==> src/verilog/tmc_pkg.sv <==
// tmc_pkg: register map, field positions, reset values and timing counts
// of the two mode-0 counter/timers.
// assumes a 32-bit apb slave with one aligned word per register.
package tmc_pkg;

  // ----------------------------------------------------------------
  // register byte addresses
  // ----------------------------------------------------------------
  localparam logic [7:0] TMC_OFS_T0_LOW   = 8'h00;
  localparam logic [7:0] TMC_OFS_T0_HIGH  = 8'h04;
  localparam logic [7:0] TMC_OFS_T1_LOW   = 8'h08;
  localparam logic [7:0] TMC_OFS_T1_HIGH  = 8'h0C;
  localparam logic [7:0] TMC_OFS_CONTROL  = 8'h10;
  localparam logic [7:0] TMC_OFS_MODE     = 8'h14;
  localparam logic [7:0] TMC_OFS_CLKCTL   = 8'h18;
  localparam logic [7:0] TMC_OFS_IRQ_MASK = 8'h1C;

  // ----------------------------------------------------------------
  // timer control register fields
  // ----------------------------------------------------------------
  localparam int TMC_CTL_TF1 = 7;
  localparam int TMC_CTL_TR1 = 6;
  localparam int TMC_CTL_TF0 = 5;
  localparam int TMC_CTL_TR0 = 4;

  // ----------------------------------------------------------------
  // mode register fields: timer 1 in bits 7:4, timer 0 in bits 3:0
  // ----------------------------------------------------------------
  localparam int TMC_MODE_T1_BASE = 4;
  localparam int TMC_MODE_GATE    = 3;
  localparam int TMC_MODE_CT      = 2;
  localparam int TMC_MODE_M1      = 1;
  localparam int TMC_MODE_M0      = 0;

  // clock control: bit 3 picks divide-by-one for timer 0, bit 4 for timer 1
  localparam int TMC_CKC_T0M = 3;
  localparam int TMC_CKC_T1M = 4;

  // ----------------------------------------------------------------
  // reset values and timing
  // ----------------------------------------------------------------
  localparam logic [7:0] TMC_RST_BYTE = 8'h00;
  localparam logic [1:0] TMC_RST_MASK = 2'h0;
  localparam int         TMC_DIV_SLOW = 12;
  localparam logic [3:0] TMC_DIV_LAST = 4'(TMC_DIV_SLOW - 1);
  localparam int         TMC_MODE0_BITS = 13;

  typedef enum logic [1:0]
  {
    TMC_MODE_13BIT = 2'h0,
    TMC_MODE_16BIT = 2'h1,
    TMC_MODE_8RELD = 2'h2,
    TMC_MODE_SPLIT = 2'h3
  } tmc_mode_e;

endpackage

==> src/verilog/tmc_cnt_if.sv <==
// tmc_cnt_if: bundle between the register file and one timer core.
// assumes a single pclk domain on both sides.
`timescale 1ns/10ps
interface tmc_cnt_if;
  logic       run;
  logic       gate_en;
  logic       ext_sel;
  logic       div1;
  logic [1:0] mode;
  logic       wr_low;
  logic       wr_high;
  logic [7:0] wdata;
  logic [7:0] low_byte;
  logic [7:0] high_byte;
  logic       ovf;

  modport ctl
  (
    output run, gate_en, ext_sel, div1, mode, wr_low, wr_high, wdata,
    input  low_byte, high_byte, ovf
  );
  modport core
  (
    input  run, gate_en, ext_sel, div1, mode, wr_low, wr_high, wdata,
    output low_byte, high_byte, ovf
  );
endinterface

==> src/verilog/tmc_core.sv <==
// tmc_core: one counter/timer in mode 0 (13-bit count).
// assumes pin inputs already synchronised and a shared divide-by-twelve
// tick enable on the same pclk.
`timescale 1ns/10ps
module tmc_core
  import tmc_pkg::*;
(
  input  wire logic  pclk,
  input  wire logic  presetn,
  input  wire logic  tick12,
  input  wire logic  cnt_pin_s,
  input  wire logic  gate_pin_s,
  tmc_cnt_if.core    cif
);

  typedef struct packed
  {
    logic [7:0] low;
    logic [7:0] high;
    logic       pin_prev;
    logic       ovf;
  } tmc_core_s;

  tmc_core_s s_q;
  tmc_core_s s_d;
  logic      enabled;
  logic      inc;
  logic [12:0] cnt13;

  always_comb
  begin
    s_d = s_q;
    s_d.ovf = 1'b0;
    s_d.pin_prev = cnt_pin_s;
    enabled = cif.run && (!cif.gate_en || gate_pin_s);       // [RL12]
    // falling edge from consecutive synchronised samples
    if (cif.ext_sel)                                          // [RL11]
      inc = enabled && s_q.pin_prev && !cnt_pin_s;            // [RL3] [RL15] [RL4]
    else
      inc = enabled && (cif.div1 || tick12);                  // [RL1] [RL2]
    cnt13 = {s_q.high, s_q.low[4:0]};                         // [RL8]
    // only mode 0 is built; other codes leave the count frozen
    if (inc && tmc_mode_e'(cif.mode) == TMC_MODE_13BIT)       // [RL7]
    begin
      cnt13 = 13'(cnt13 + 13'h1);
      s_d.high = cnt13[12:5];
      s_d.low = {s_q.low[7:5], cnt13[4:0]};
      s_d.ovf = (cnt13 == 13'h0000);                          // [RL10]
    end
    // software load wins over an increment; run bit never clears the count
    if (cif.wr_low)                                           // [RL16] [RL14]
      s_d.low = cif.wdata;
    if (cif.wr_high)                                          // [RL16]
      s_d.high = cif.wdata;
  end

  always_ff @(posedge pclk or negedge presetn)
  begin
    if (!presetn)
      s_q <= '0;
    else
      s_q <= s_d;
  end

  assign cif.low_byte  = s_q.low;
  assign cif.high_byte = s_q.high;
  assign cif.ovf       = s_q.ovf;

endmodule

==> src/verilog/tmc_top.sv <==
// tmc_top: two mode-0 counter/timers behind an apb slave, with pin
// synchronisers, shared tick divider and one level interrupt.
// assumes pins are asynchronous to pclk; pclk at 250 MHz.
//
// Contract
// RL1 - timer mode increments once per tick
// RL2 - tick is sysclk divided by one or twelve
// RL3 - counter mode counts falling count-pin edges
// RL4 - external events counted up to quarter clock
// RL5 - source holds each level two clocks
// RL6 - 16-bit count as low and high bytes
// RL7 - two-bit mode field per timer, independent
// RL8 - mode 0: high byte plus low five bits
// RL9 - software masks low byte upper three bits
// RL10 - wrap to zero sets overflow, interrupt
// RL11 - select bit picks ticks or pin edges
// RL12 - run and (gate off or gate pin high)
// RL13 - timer 1 identical with its own bits
// RL14 - setting run leaves count untouched
// RL15 - pins synchronised, edges from consecutive samples
// RL16 - byte write beats same-cycle increment
`timescale 1ns/10ps
module tmc_top
  import tmc_pkg::*;
(
  input  wire logic        pclk,
  input  wire logic        presetn,
  input  wire logic        psel,
  input  wire logic        penable,
  input  wire logic        pwrite,
  input  wire logic [7:0]  paddr,
  input  wire logic [31:0] pwdata,
  output logic [31:0]      prdata,
  output logic             pready,
  output logic             pslverr,
  input  wire logic        count_input_0,
  input  wire logic        count_input_1,
  input  wire logic        external_gate_input_0,
  input  wire logic        external_gate_input_1,
  output logic             irq
);

  // ----------------------------------------------------------------
  // state
  // ----------------------------------------------------------------
  typedef struct packed
  {
    logic [1:0]  sync_a;   // first stage, read only by sync_b
    logic [1:0]  sync_b;
    logic [1:0]  gsync_a;
    logic [1:0]  gsync_b;
    logic [3:0]  div;
    logic        tick12;
    logic [7:0]  control;
    logic [7:0]  mode;
    logic [7:0]  clkctl;
    logic [1:0]  mask;
    logic [31:0] rdata;
    logic        ready;
    logic        slverr;
    logic        irq;
  } tmc_top_s;

  tmc_top_s s_q;
  tmc_top_s s_d;

  tmc_cnt_if t0_if ();
  tmc_cnt_if t1_if ();

  logic access;
  logic wr;
  logic hit;
  logic [7:0] wb;
  logic [1:0] flags;

  // ----------------------------------------------------------------
  // the two timer cores
  // ----------------------------------------------------------------
  tmc_core u_t0
  (
    .pclk       (pclk),
    .presetn    (presetn),
    .tick12     (s_q.tick12),
    .cnt_pin_s  (s_q.sync_b[0]),
    .gate_pin_s (s_q.gsync_b[0]),
    .cif        (t0_if.core)
  );

  tmc_core u_t1                                               // [RL13]
  (
    .pclk       (pclk),
    .presetn    (presetn),
    .tick12     (s_q.tick12),
    .cnt_pin_s  (s_q.sync_b[1]),
    .gate_pin_s (s_q.gsync_b[1]),
    .cif        (t1_if.core)
  );

  assign access = psel && penable && !s_q.ready;
  assign wr     = access && pwrite;
  assign wb     = pwdata[7:0];

  assign t0_if.run     = s_q.control[TMC_CTL_TR0];
  assign t0_if.gate_en = s_q.mode[TMC_MODE_GATE];
  assign t0_if.ext_sel = s_q.mode[TMC_MODE_CT];
  assign t0_if.mode    = s_q.mode[TMC_MODE_M1:TMC_MODE_M0];  // [RL7]
  assign t0_if.div1    = s_q.clkctl[TMC_CKC_T0M];
  assign t0_if.wr_low  = wr && paddr == TMC_OFS_T0_LOW;      // [RL6]
  assign t0_if.wr_high = wr && paddr == TMC_OFS_T0_HIGH;
  assign t0_if.wdata   = wb;

  assign t1_if.run     = s_q.control[TMC_CTL_TR1];
  assign t1_if.gate_en = s_q.mode[TMC_MODE_T1_BASE + TMC_MODE_GATE];
  assign t1_if.ext_sel = s_q.mode[TMC_MODE_T1_BASE + TMC_MODE_CT];
  assign t1_if.mode    = s_q.mode[TMC_MODE_T1_BASE + TMC_MODE_M1 -: 2];
  assign t1_if.div1    = s_q.clkctl[TMC_CKC_T1M];
  assign t1_if.wr_low  = wr && paddr == TMC_OFS_T1_LOW;
  assign t1_if.wr_high = wr && paddr == TMC_OFS_T1_HIGH;
  assign t1_if.wdata   = wb;

  // ----------------------------------------------------------------
  // next state
  // ----------------------------------------------------------------
  always_comb
  begin
    s_d = s_q;
    // two-stage synchronisers; pins must hold two clocks to be seen
    s_d.sync_a  = {count_input_1, count_input_0};            // [RL15] [RL5]
    s_d.sync_b  = s_q.sync_a;
    s_d.gsync_a = {external_gate_input_1, external_gate_input_0};
    s_d.gsync_b = s_q.gsync_a;
    // shared divide-by-twelve tick enable
    s_d.tick12 = (s_q.div == TMC_DIV_LAST);                  // [RL2]
    s_d.div = s_d.tick12 ? 4'h0 : 4'(s_q.div + 4'h1);

    hit = 1'b1;
    s_d.ready = access;
    s_d.slverr = 1'b0;
    s_d.rdata = 32'h0000_0000;
    if (access)
    begin
      unique case (paddr)
        TMC_OFS_T0_LOW:   s_d.rdata[7:0] = t0_if.low_byte;   // [RL9]
        TMC_OFS_T0_HIGH:  s_d.rdata[7:0] = t0_if.high_byte;
        TMC_OFS_T1_LOW:   s_d.rdata[7:0] = t1_if.low_byte;
        TMC_OFS_T1_HIGH:  s_d.rdata[7:0] = t1_if.high_byte;
        TMC_OFS_CONTROL:  s_d.rdata[7:0] = s_q.control;
        TMC_OFS_MODE:     s_d.rdata[7:0] = s_q.mode;
        TMC_OFS_CLKCTL:   s_d.rdata[7:0] = s_q.clkctl;
        TMC_OFS_IRQ_MASK: s_d.rdata[1:0] = s_q.mask;
        default:          hit = 1'b0;
      endcase
      s_d.slverr = !hit;
      if (pwrite)
      begin
        s_d.rdata = 32'h0000_0000;
        if (paddr == TMC_OFS_CONTROL)
        begin
          // run bits written directly; overflow flags are write-one-to-clear
          s_d.control[TMC_CTL_TR0] = wb[TMC_CTL_TR0];
          s_d.control[TMC_CTL_TR1] = wb[TMC_CTL_TR1];
          if (wb[TMC_CTL_TF0])
            s_d.control[TMC_CTL_TF0] = 1'b0;
          if (wb[TMC_CTL_TF1])
            s_d.control[TMC_CTL_TF1] = 1'b0;
        end
        if (paddr == TMC_OFS_MODE)
          s_d.mode = wb;
        if (paddr == TMC_OFS_CLKCTL)
          s_d.clkctl = wb;
        if (paddr == TMC_OFS_IRQ_MASK)
          s_d.mask = wb[1:0];
      end
    end
    // a hardware overflow beats a same-cycle clear
    if (t0_if.ovf)                                            // [RL10]
      s_d.control[TMC_CTL_TF0] = 1'b1;
    if (t1_if.ovf)
      s_d.control[TMC_CTL_TF1] = 1'b1;
    flags = {s_d.control[TMC_CTL_TF1], s_d.control[TMC_CTL_TF0]};
    s_d.irq = |(flags & s_d.mask);                            // [RL10]
  end

  always_ff @(posedge pclk or negedge presetn)
  begin
    if (!presetn)
    begin
      s_q         <= '0;
      s_q.control <= TMC_RST_BYTE;
      s_q.mode    <= TMC_RST_BYTE;
      s_q.clkctl  <= TMC_RST_BYTE;
      s_q.mask    <= TMC_RST_MASK;
    end
    else
      s_q <= s_d;
  end

  assign prdata  = s_q.rdata;
  assign pready  = s_q.ready;
  assign pslverr = s_q.slverr;
  assign irq     = s_q.irq;

endmodule
==> config.mk <==
export PLATFORM = sky130hd
export DESIGN_NAME = tmc_top
export DESIGN_NICKNAME = d
export VERILOG_FILES = /design/src/verilog/tmc_pkg.sv /design/src/verilog/tmc_cnt_if.sv /design/src/verilog/tmc_core.sv /design/src/verilog/tmc_top.sv
export SDC_FILE = /design/constraint.sdc
export NUM_CORES = 1
export LEC_CHECK = 0
export BUFFER_PORTS_ARGS = -buffer_cell sky130_fd_sc_hd__buf_2
export CORE_UTILIZATION = 55
export DETAILED_ROUTE_END_ITERATION = 7
export PLACE_DENSITY = 0.79
export SLEW_MARGIN = 20
export SYNTH_ARGS = -nofsm -noshare
export SYNTH_HDL_FRONTEND = slang
export SYNTH_SLANG_ARGS = --single-unit
==> constraint.sdc <==
create_clock -name pclk -period 4.82 [get_ports pclk]
set_input_delay 0.241 -clock pclk [delete_from_list [all_inputs] [get_ports pclk]]
set_output_delay 0.241 -clock pclk [all_outputs]
set_load 0.01 [all_outputs]
==> metrics.txt, run 1 <==
status finished, final reports clean; routed length per placed instance roughly 17 um; Clock Skew between 0.008 and 0.009 ns; initial antenna violation count 0; ys flop type dfrtp_1; Worst EP arrival approximately 2.5 ns; final net count around 540; # fillers 655; first-pass GRT wire length ~17 mm; placed cell count about 580; Top-Level Pins between 80 and 90; Reg2Reg Depth 6; Row Count 32; Final WS setup between 2 and 3 ns; ratio of cells with drive above 1 in the final layout between 10% and 20%; drt pass-1 iters 5; leakage between 2 and 2.5 nW; CP Data Required Time between 5 and 6 ns; Worst Path Max Fanout 8; Worst-Skew Late Latency 0.36 ns; CTS Buf Count 9; Fin Setup TNS 0 ns; detailed placement HPWL between 7 and 8 mm; sequential-to-total area share from yosys stat between 40% and 50%; post-route clock period utilization 46.4%; Initial Util between 50% and 60%; Setup Buffers After CTS 0; HP Start pwdata[7]; FF-to-FF Start u_t1.cif.low_byte[1]$_DFFE_PN0P_; EDFF count, synth 0; RR Endpoint u_t1.cif.high_byte[7]$_DFFE_PN0P_; Finished Layout Cells 597; Max IR drop VDD around 0.15 mV; CTS H-tree depth 3; fin. max-slew vios 0; maximum root-to-sink buffer count 2; pre-CTS setup slack around 2.5 ns; CTS tree yes; ANT cells 0; Worst Hold Margin about 0.21 ns; mapped cell area about 4600 um2; Worst-path clk slew approximately 0.080 ns; Layout Area Growth over Synthesis 7.01%; Synthesis Warnings 0; # DRC 0; CP Capture Type flop; CP bufs+invs 0; WHS Endpoint s_q[60]$_DFF_PN0_; total wire length roughly 10 mm; hold_buf cts 4; Num Clock Sinks just over 80; largest net degree at the start of global routing 83; slew margin rel. just over 50%; total global routing overflow 0; Max Freq roughly 450 MHz; via count 3598; vias per cell ~6.0; R2R setup slack about 2.6 ns; Die Ht around 93 um; delay-heaviest family, CP simple AND/OR/NAND/NOR gates; Least-Margin Pin Slew between 0.7 and 0.8 ns; slowest cell on the critical path dfrtp_1; crit-path cells ha_1 -> and4_4 -> nand2_4 -> or3_4 -> or4b_1 -> nand3_1; Synth Instances 476; Core Region about 8000 um2; worst stage delay on the critical path approximately 0.55 ns; Hold Path Stages 2; Total Power around 0.0015 W; nature of the critical path startpoint flop; Hold Fails Final Rpt 0; Hold Path Class input port to flop; 1st-iter DRT viols 437; async set or reset register ratio after synthesis 100%; unrepaired setup endpoints after global routing no; # setup viols final 0; clk root buf clkbuf_8; number of global-route vias before repair between 3000 and 4000; PortBufs 35; Yosys cell types between 50 and 60; All-Layer GR Usage approximately 26%; total power divided by cell area about 310 nW/um2; Synth Register Bits a little over 80; Synth Area per Inst 9.57 um2; die area just under 9000 um2; post-CTS sizing 0; Final Critical Period about 2.2 ns; Max Cap Violations 0; critical path type flop to flop; Placer Congestion roughly 0.94; Final ANT Viol Nets 0; width of the die ~93 um
-- cells in the final DEF, fill, tap and decap left out, types with 3 or more instances in the layout --
master	synthesis	routed
a211oi_1	3	3
nand3_1	20	20
dlygate4sd3_1	0	5
and3_1	5	5
nor4_1	14	14
a31oi_1	6	6
a22o_1	4	4
nand2_1	30	30
xor2_1	3	3
and2_1	4	4
a21oi_1	34	34
nor3_1	18	18
mux2i_1	9	9
nand2b_1	5	5
xnor2_1	25	25
clkbuf_8	0	10
inv_1	10	10
mux2_2	31	31
nand4_1	8	8
conb_1	1	24
a22oi_1	4	4
dfrtp_1	82	82
o21ai_0	13	13
nor2_1	46	46
buf_2	5	34
ha_1	3	3
-- synthesized netlist by cell type, types with 10 or more instances --
cell type,instances,share of area [%]
xnor2_1,25,4.8
nor3_1,18,2.0
inv_1,10,0.82
mux2_2,31,7.7
o21ai_0,13,1.4
nand2_1,30,2.5
nand3_1,20,2.2
clkbuf_1,19,1.6
a21oi_1,34,3.7
buf_4,32,5.3
nor4_1,14,1.9
nor2_1,46,3.8
dfrtp_1,82,45
-- worst register-to-register path, stage by stage, from the launching register on --
cell	delay, ns
dfrtp_1	0.55
ha_1	0.31
and4_4	0.27
nand2_4	0.08
or3_4	0.41
or4b_1	0.47
nand3_1	0.09
-- worst max-delay path by stage --
stage / from / to / slack (ns) / cells after the start
floorplan: u_t1.cif.low_byte[1]$_DFFE_PN0P_ / u_t1.cif.high_byte[7]$_DFFE_PN0P_ / 2.85 / 6
CTS: u_t1.cif.low_byte[1]$_DFFE_PN0P_ / u_t1.cif.high_byte[7]$_DFFE_PN0P_ / 2.61 / 6
detailed placement: paddr[5] / u_t1.cif.low_byte[5]$_DFFE_PN0P_ / 2.47 / 5
global route: u_t1.cif.low_byte[1]$_DFFE_PN0P_ / u_t1.cif.high_byte[7]$_DFFE_PN0P_ / 2.49 / 6
global placement: paddr[5] / u_t1.cif.low_byte[5]$_DFFE_PN0P_ / 2.56 / 5
finish: u_t1.cif.low_byte[1]$_DFFE_PN0P_ / u_t1.cif.high_byte[7]$_DFFE_PN0P_ / 2.58 / 6
-- final cells by class --
class | instances | area (um2) | share of cell area [%]
clock buffers | 11 | 141 | 2.90
clock inverters | 5 | 86.3 | 1.77
inverters | 10 | 37.5 | 0.770
multi-input cells | 347 | 2200 | 45.1
flip-flops and latches | 82 | 2050 | 42.1
well taps | 102 | 128 | 2.62
repair buffers | 40 | 231 | 4.75
-- metal layers --
layer | vias to the layer above | wire length [um] | share of wire, % | track usage (%)
li1 | 1655 | - | - | -
met1 | 1727 | 4380 | 43 | 34.1
met5 | - | 0 | 0 | 0
met3 | 26 | 817 | 8.0 | 4.72
met4 | 0 | 251 | 2.4 | 11.8
met2 | 190 | 4810 | 47 | 40.7
-- logic make-up (layout without fill, tap and decap cells) --
kind of cell | after synthesis | count (layout) | synth area share, %
and+or+nand+nor | 167 | 167 | 18.5
AOI/OAI and AO/OA | 85 | 85 | 11.9
DFF | 82 | 82 | 45.1
buffers and inverters | 70 | 66 | 8.60
muxes | 40 | 40 | 9.65
xor gates and xnor gates | 28 | 28 | 5.39
adders and majority gates | 3 | 3 | 0.824
other | 1 | 24 | 0.0824
-- per-stage QoR --
| step | area [um2] | utilization [%] |
|---|---|---|
| final | 4870 | 62.1 |
| after global routing | 4870 | 62.1 |
| after CTS | 4860 | 61.9 |
| after detailed placement | 4590 | 58.5 |
| after global placement | 4590 | 58.5 |
| after floorplan | 4640 | - |
-- report_power, final --
group	switching (W)	internal, W	total (W)
combinational	0.000121	0.0000797	0.000201
sequential	0.0000272	0.000706	0.000734
clock	0.000252	0.000310	0.000562
-- sequential cells by signal, summed over array words and instances (netlist names) --
name                cells
u_t0.cif.ovf            1
u_t0.s_q                1
u_t1.cif.ovf            1
u_t0.cif.low_byte       8
pready                  1
u_t0.cif.high_byte      8
prdata                  8
s_d                     4
irq                     1
u_t1.cif.low_byte       8
s_q                    31
u_t1.s_q                1
u_t1.cif.high_byte      8
pslverr                 1
Note: power is estimated with default switching activity, not from simulation.
==> inputs of run 2 (changes only) <==
--- a/config.mk
+++ b/config.mk
@@ -6,9 +6,9 @@
 export NUM_CORES = 1
 export LEC_CHECK = 0
 export BUFFER_PORTS_ARGS = -buffer_cell sky130_fd_sc_hd__buf_2
-export CORE_UTILIZATION = 55
+export CORE_UTILIZATION = 51
 export DETAILED_ROUTE_END_ITERATION = 7
-export PLACE_DENSITY = 0.79
+export PLACE_DENSITY = 0.77
 export SLEW_MARGIN = 20
 export SYNTH_ARGS = -nofsm -noshare
 export SYNTH_HDL_FRONTEND = slang
==> constraint.sdc (replaced) <==
create_clock -name pclk -period 2 [get_ports pclk]
set_input_delay 0.1 -clock pclk [delete_from_list [all_inputs] [get_ports pclk]]
set_output_delay 0.1 -clock pclk [all_outputs]
set_load 0.01 [all_outputs]
==> run 2 against run 1 <==
Via count increased by 1.9%. Routed wire length rose by 5.2%. Count of clock-buffer cells in the layout shrank 2. Final cell count rose by 4.5%. Critical path type unchanged. Utilization shrank 4.0 points. Combinational power rose to 2.6 times the previous value. Design area is 3.5% higher. Maximum frequency increased by 17%.
==> metrics.txt, run 2 (synthesis gave the netlist of run 1 again) <==
status finished, final reports clean; All-Layer GR Usage between 20% and 30%; final net count around 560; Final Critical Period 1.92 ns; maximum root-to-sink buffer count 2; Layout Area Growth over Synthesis 10.8%; Fin Setup TNS 0 ns; total global routing overflow 0; Max IR drop VDD around 0.34 mV; ratio of cells with drive above 1 in the final layout between 20% and 30%; Max Cap Violations 0; Hold Path Class input port to flop; first-pass GRT wire length ~18 mm; CTS H-tree depth 3; nature of the critical path startpoint flop; vias per cell 5.87; largest net degree at the start of global routing between 40 and 50; Hold Fails Final Rpt 0; Worst Hold Margin between 0.08 and 0.09 ns; 1st-iter DRT viols 363; Worst EP arrival between 2 and 2.5 ns; final core occ 58.1%; Die Ht 96.5 um; Row Count 34; total wire length 10.8 mm; Final WS setup ~0.082 ns; Max Freq about 520 MHz; Setup Buffers After CTS 0; width of the die just under 100 um; drt pass-1 iters 5; Clock Skew just over 0.009 ns; crit-path cells ha_2 -> and4_4 -> nand2_4 -> or3_4 -> or4b_1 -> nand3_1; detailed placement HPWL 7.81 mm; clk root buf clkbuf_8; CTS Buf Count 9; Top-Level Pins 84; fin. max-slew vios 0; CP Data Required Time about 2.3 ns; Placer Congestion slightly above 0.9; via count between 3000 and 4000; number of global-route vias before repair between 3000 and 4000; CP Capture Type flop; pre-CTS setup slack just over 0.05 ns; Least-Margin Pin Slew ~0.63 ns; leakage 2.26 nW; Area after DPL between 4000 and 5000 um2; Core Region between 8000 and 9000 um2; Top reg by flops s_q; Initial Util a little over half; unrepaired setup endpoints after global routing no; # DRC 0; PortBufs 35; Num Clock Sinks 82; ANT cells 0; post-route cell area 5040 um2; most frequent cells in the layout 82 x dfrtp_1, 46 x nor2_1, 34 x a21oi_1, 34 x buf_2, 31 x mux2_2; max FFs per register 31; CTS tree yes; total power divided by cell area 705 nW/um2; routed length per placed instance 17.3 um; Final ANT Viol Nets 0; initial antenna violation count 0; worst stage delay on the critical path between 0.4 and 0.5 ns; Worst-Skew Late Latency around 0.34 ns; Worst-path clk slew 0.08 ns; die area between 9000 and 10000 um2; Worst Path Max Fanout 6; post-route clock period utilization roughly 96%; critical path type flop to flop; # setup viols final 0; commonest non-fill, non-tap cell in the layout dfrtp_1; slew margin rel. approximately 58%; slowest cell on the critical path or4b_1
[run 2: cell count changes in the layout (fill, tap and decap cells not counted), sizes merged]
cell / before / now
buf: 35 / 57
clkbuf: 11 / 9
clkinv: 2 / 3
clkinvlp: 0 / 1
inv: 11 / 10
[run 2: per-stage QoR]
step,std cells,power (W)
after floorplan,499,0.00215
after global placement,604,0.00228
after detailed placement,604,0.00230
after CTS,624,0.00356
after global routing,624,0.00371
final,624,0.00356
[run 2: worst max-delay path: cells and delay by family (launching register included)]
kind | cells | cell delay [ns]
adders and majority gates | 1 | 0.21
DFF | 1 | 0.37
and+or+nand+nor | 5 | 1.26
[run 2: report_power, final]
part | switching (W) | internal [W]
Combinational | 0.000312 | 0.000213
Clock | 0.000585 | 0.000690
Sequential | 0.0000522 | 0.00170
[run 2: routing by layer]
| layer | part of all wire, % | vias to the layer above | global-route usage (%) |
|---|---|---|---|
| met4 | 2.1 | 0 | 8.33 |
| met2 | 49 | 153 | 43.2 |
| met3 | 6.6 | 24 | 5.01 |
| li1 | - | 1693 | - |
| met5 | 0 | - | 0 |
| met1 | 42 | 1795 | 33.6 |
[run 2: final timing paths]
path	slack, ns	depth (start not counted)	startpoint	to
min in group asynchronous	0.31	2	presetn	s_q[63]$_DFF_PN0_
worst max register to register	0.08	6	u_t1.cif.low_byte[1]$_DFFE_PN0P_	u_t1.cif.high_byte[7]$_DFFE_PN0P_
worst min-delay path	0.09	2	pwdata[7]	s_q[60]$_DFF_PN0_
max in group asynchronous	1.07	3	presetn	u_t1.cif.low_byte[7]$_DFFE_PN0P_
worst min register to register	0.35	0	s_d[66]$_DFF_PN0_	s_q[66]$_DFF_PN0_
worst max-delay path	0.08	6	u_t1.cif.low_byte[1]$_DFFE_PN0P_	u_t1.cif.high_byte[7]$_DFFE_PN0P_
[run 2: cell type report]
cell class | instances | area [um2]
clock buffer | 9 | 124
tap | 108 | 135
clock inverter | 6 | 82.6
timing repair buffer | 62 | 405
sequential | 82 | 2050
fill | 750 | 3630
multi-input combinational | 347 | 2210
inverter | 10 | 37.5
[run 2: timing repair]
item,CTS,global route
endpoints found under the hold margin,51,0
hold buffers,5,0
gates resized for setup,0,4
setup endpoints to repair,0,9
==> inputs of run 3 (changes only) <==
--- a/config.mk
+++ b/config.mk
@@ -6,9 +6,10 @@
 export NUM_CORES = 1
 export LEC_CHECK = 0
 export BUFFER_PORTS_ARGS = -buffer_cell sky130_fd_sc_hd__buf_2
-export CORE_UTILIZATION = 51
+export CORE_UTILIZATION = 52
+export CTS_BUF_LIST = sky130_fd_sc_hd__clkbuf_8
 export DETAILED_ROUTE_END_ITERATION = 7
-export PLACE_DENSITY = 0.77
+export PLACE_DENSITY = 0.78
 export SLEW_MARGIN = 20
 export SYNTH_ARGS = -nofsm -noshare
 export SYNTH_HDL_FRONTEND = slang
==> run 3 against run 2 <==
Critical path depth did not move. Combinational power increased by 2%. Utilization is 2.4 points higher. Total power shrank 2.2%. Design area is 0.12% higher. Sequential share of layout area down 0.050 points. Flip-flop and latch count unchanged. Count of clock-buffer cells in the layout increased by 1. Worst setup slack gained 0.0060 ns. Clock skew up 0.0027 ns. Critical path type unchanged. Largest power group unchanged. Highest routed layer unchanged.
==> metrics.txt, run 3 (synthesis gave the netlist of run 1 again) <==
most frequent cells in the layout 82 x dfrtp_1, 46 x nor2_1, 34 x a21oi_1, 34 x buf_2, 31 x mux2_2; critical path type flop to flop; max FFs per register 31; total power divided by cell area 689 nW/um2; maximum root-to-sink buffer count 2; Worst-Skew Late Latency between 0.3 and 0.4 ns; CP Data Required Time between 2 and 2.5 ns; clk root buf clkbuf_8; All-Layer GR Usage between 20% and 30%; Row Count 33; drt pass-1 iters 5; R2R setup slack just under 0.09 ns; CP bufs+invs 0; crit-path cells ha_4 -> and4_4 -> nand2_4 -> or3_4 -> or4b_1 -> nand3_1; routed length per placed instance between 15 and 20 um; Hold Path Class input port to flop; Top-Level Pins 84; Worst EP arrival ~2.2 ns; pre-CTS setup slack 0.0622 ns; Placer Congestion between 0.9 and 1; Hold Path Stages 3; Core Region between 8000 and 9000 um2; Worst Path Max Fanout 6; largest net degree at the start of global routing 52; width of the die ~96 um; Reg2Reg Depth 6; Max Cap Violations 0; via count about 3700; PortBufs 35; Max Freq 523 MHz; Hold Fails Final Rpt 0; Initial Util between 50% and 60%; Max IR drop VDD 0.372 mV; # fillers between 700 and 800; Top reg by flops s_q; unrepaired setup endpoints after global routing no; Least-Margin Pin Slew ~0.53 ns; Die Ht 95.6 um; Worst-path clk slew about 0.08 ns; Final WS setup roughly 0.088 ns; # DRC 0; fin. max-slew vios 0; WHS Endpoint u_t1.cif.low_byte[2]$_DFFE_PN0P_; nature of the critical path startpoint flop; ANT cells 0; final net count about 570; slew margin rel. approximately 65%; slowest cell on the critical path or4b_1; die area approximately 9100 um2; Final ANT Viol Nets 0; CTS tree yes; leakage 2.26 nW; ratio of cells with drive above 1 in the final layout 21.8%; CTS Buf Count 9; total wire length roughly 11 mm; CP Capture Type flop; Fin Setup TNS 0 ns; Clock Skew ~0.012 ns; RR Endpoint u_t1.cif.high_byte[7]$_DFFE_PN0P_; Layout Area Growth over Synthesis 10.9%; final core occ 60.6%; Final Critical Period between 1.5 and 2 ns; delay-heaviest family, CP simple AND/OR/NAND/NOR gates; initial antenna violation count 0; post-route clock period utilization ~96%; status finished, final reports clean; 1st-iter DRT viols roughly 410; first-pass GRT wire length about 18 mm; worst stage delay on the critical path between 0.4 and 0.5 ns; # setup viols final 0; detailed placement HPWL slightly below 8 mm; number of global-route vias before repair about 3500; CTS H-tree depth 3; FF-to-FF Start u_t1.cif.low_byte[1]$_DFFE_PN0P_; commonest non-fill, non-tap cell in the layout dfrtp_1; HP Start pwdata[2]; Num Clock Sinks slightly above 80; total global routing overflow 0; vias per cell slightly below 6
[run 3: repair_timing]
| item | in CTS | in global routing |
|---|---|---|
| gates resized for setup | 0 | 2 |
| setup buffers | 0 | 1 |
| endpoints found under the hold margin | 35 | 0 |
| endpoints found under the setup margin | 0 | 1 |
| hold buffers | 5 | 0 |
[run 3: worst max-delay path by stage]
stage / startpoint / to / slack, ns / cells after the start
after floorplan: u_t1.cif.low_byte[1]$_DFFE_PN0P_ / u_t1.cif.high_byte[7]$_DFFE_PN0P_ / 0.03 / 6
after global placement: u_t1.cif.low_byte[0]$_DFFE_PN0P_ / u_t1.cif.high_byte[7]$_DFFE_PN0P_ / 0.1 / 6
after detailed placement: u_t1.cif.low_byte[0]$_DFFE_PN0P_ / u_t1.cif.high_byte[7]$_DFFE_PN0P_ / 0.06 / 6
after CTS: u_t1.cif.low_byte[0]$_DFFE_PN0P_ / u_t1.cif.high_byte[7]$_DFFE_PN0P_ / 0.02 / 6
after global routing: u_t1.cif.high_byte[2]$_DFFE_PN0P_ / u_t1.cif.ovf$_DFF_PN0_ / 0.006 / 4
final: u_t1.cif.low_byte[1]$_DFFE_PN0P_ / u_t1.cif.high_byte[7]$_DFFE_PN0P_ / 0.09 / 6
[run 3: worst reg2reg max path, stage by stage, from the launching register on]
cell     delay [ns]
dfrtp_1        0.39
ha_4           0.15
and4_4         0.25
nand2_4        0.07
or3_4          0.41
or4b_1         0.47
nand3_1        0.10
[run 3: power breakdown]
group | total, W | switching (W) | internal [W]
registers | 0.00175 | 0.0000500 | 0.00170
clock network | 0.00119 | 0.000588 | 0.000599
logic | 0.000539 | 0.000320 | 0.000219
[run 3: final cells by class]
class | count | area [um2] | area share [%]
clock buffers | 10 | 138 | 2.72
well taps | 105 | 131 | 2.60
flip-flops and latches | 82 | 2050 | 40.6
repair buffers | 65 | 428 | 8.47
clock inverters | 5 | 56.3 | 1.11
multi-input cells | 347 | 2210 | 43.7
inverters | 10 | 37.5 | 0.743
[run 3: through the flow]
stage	std cells	hold WS [ns]	cell area, um2	total power [W]
after floorplan	499	-0.196	4640	0.00215
after global placement	603	0.0613	4790	0.00228
after detailed placement	603	0.0706	4790	0.00230
after CTS	623	0.0498	5030	0.00349
after global routing	624	0.0746	5050	0.00363
final	624	0.0633	5050	0.00348
[run 3: routing by layer]
layer | track usage (%) | share of wire, % | vias to the layer above | wire (um)
met5 | 0 | 0 | - | 0
li1 | - | - | 1701 | -
met2 | 42.6 | 48 | 198 | 5190
met3 | 5.58 | 7.5 | 33 | 815
met4 | 10.4 | 3.1 | 0 | 337
met1 | 34.9 | 42 | 1754 | 4560
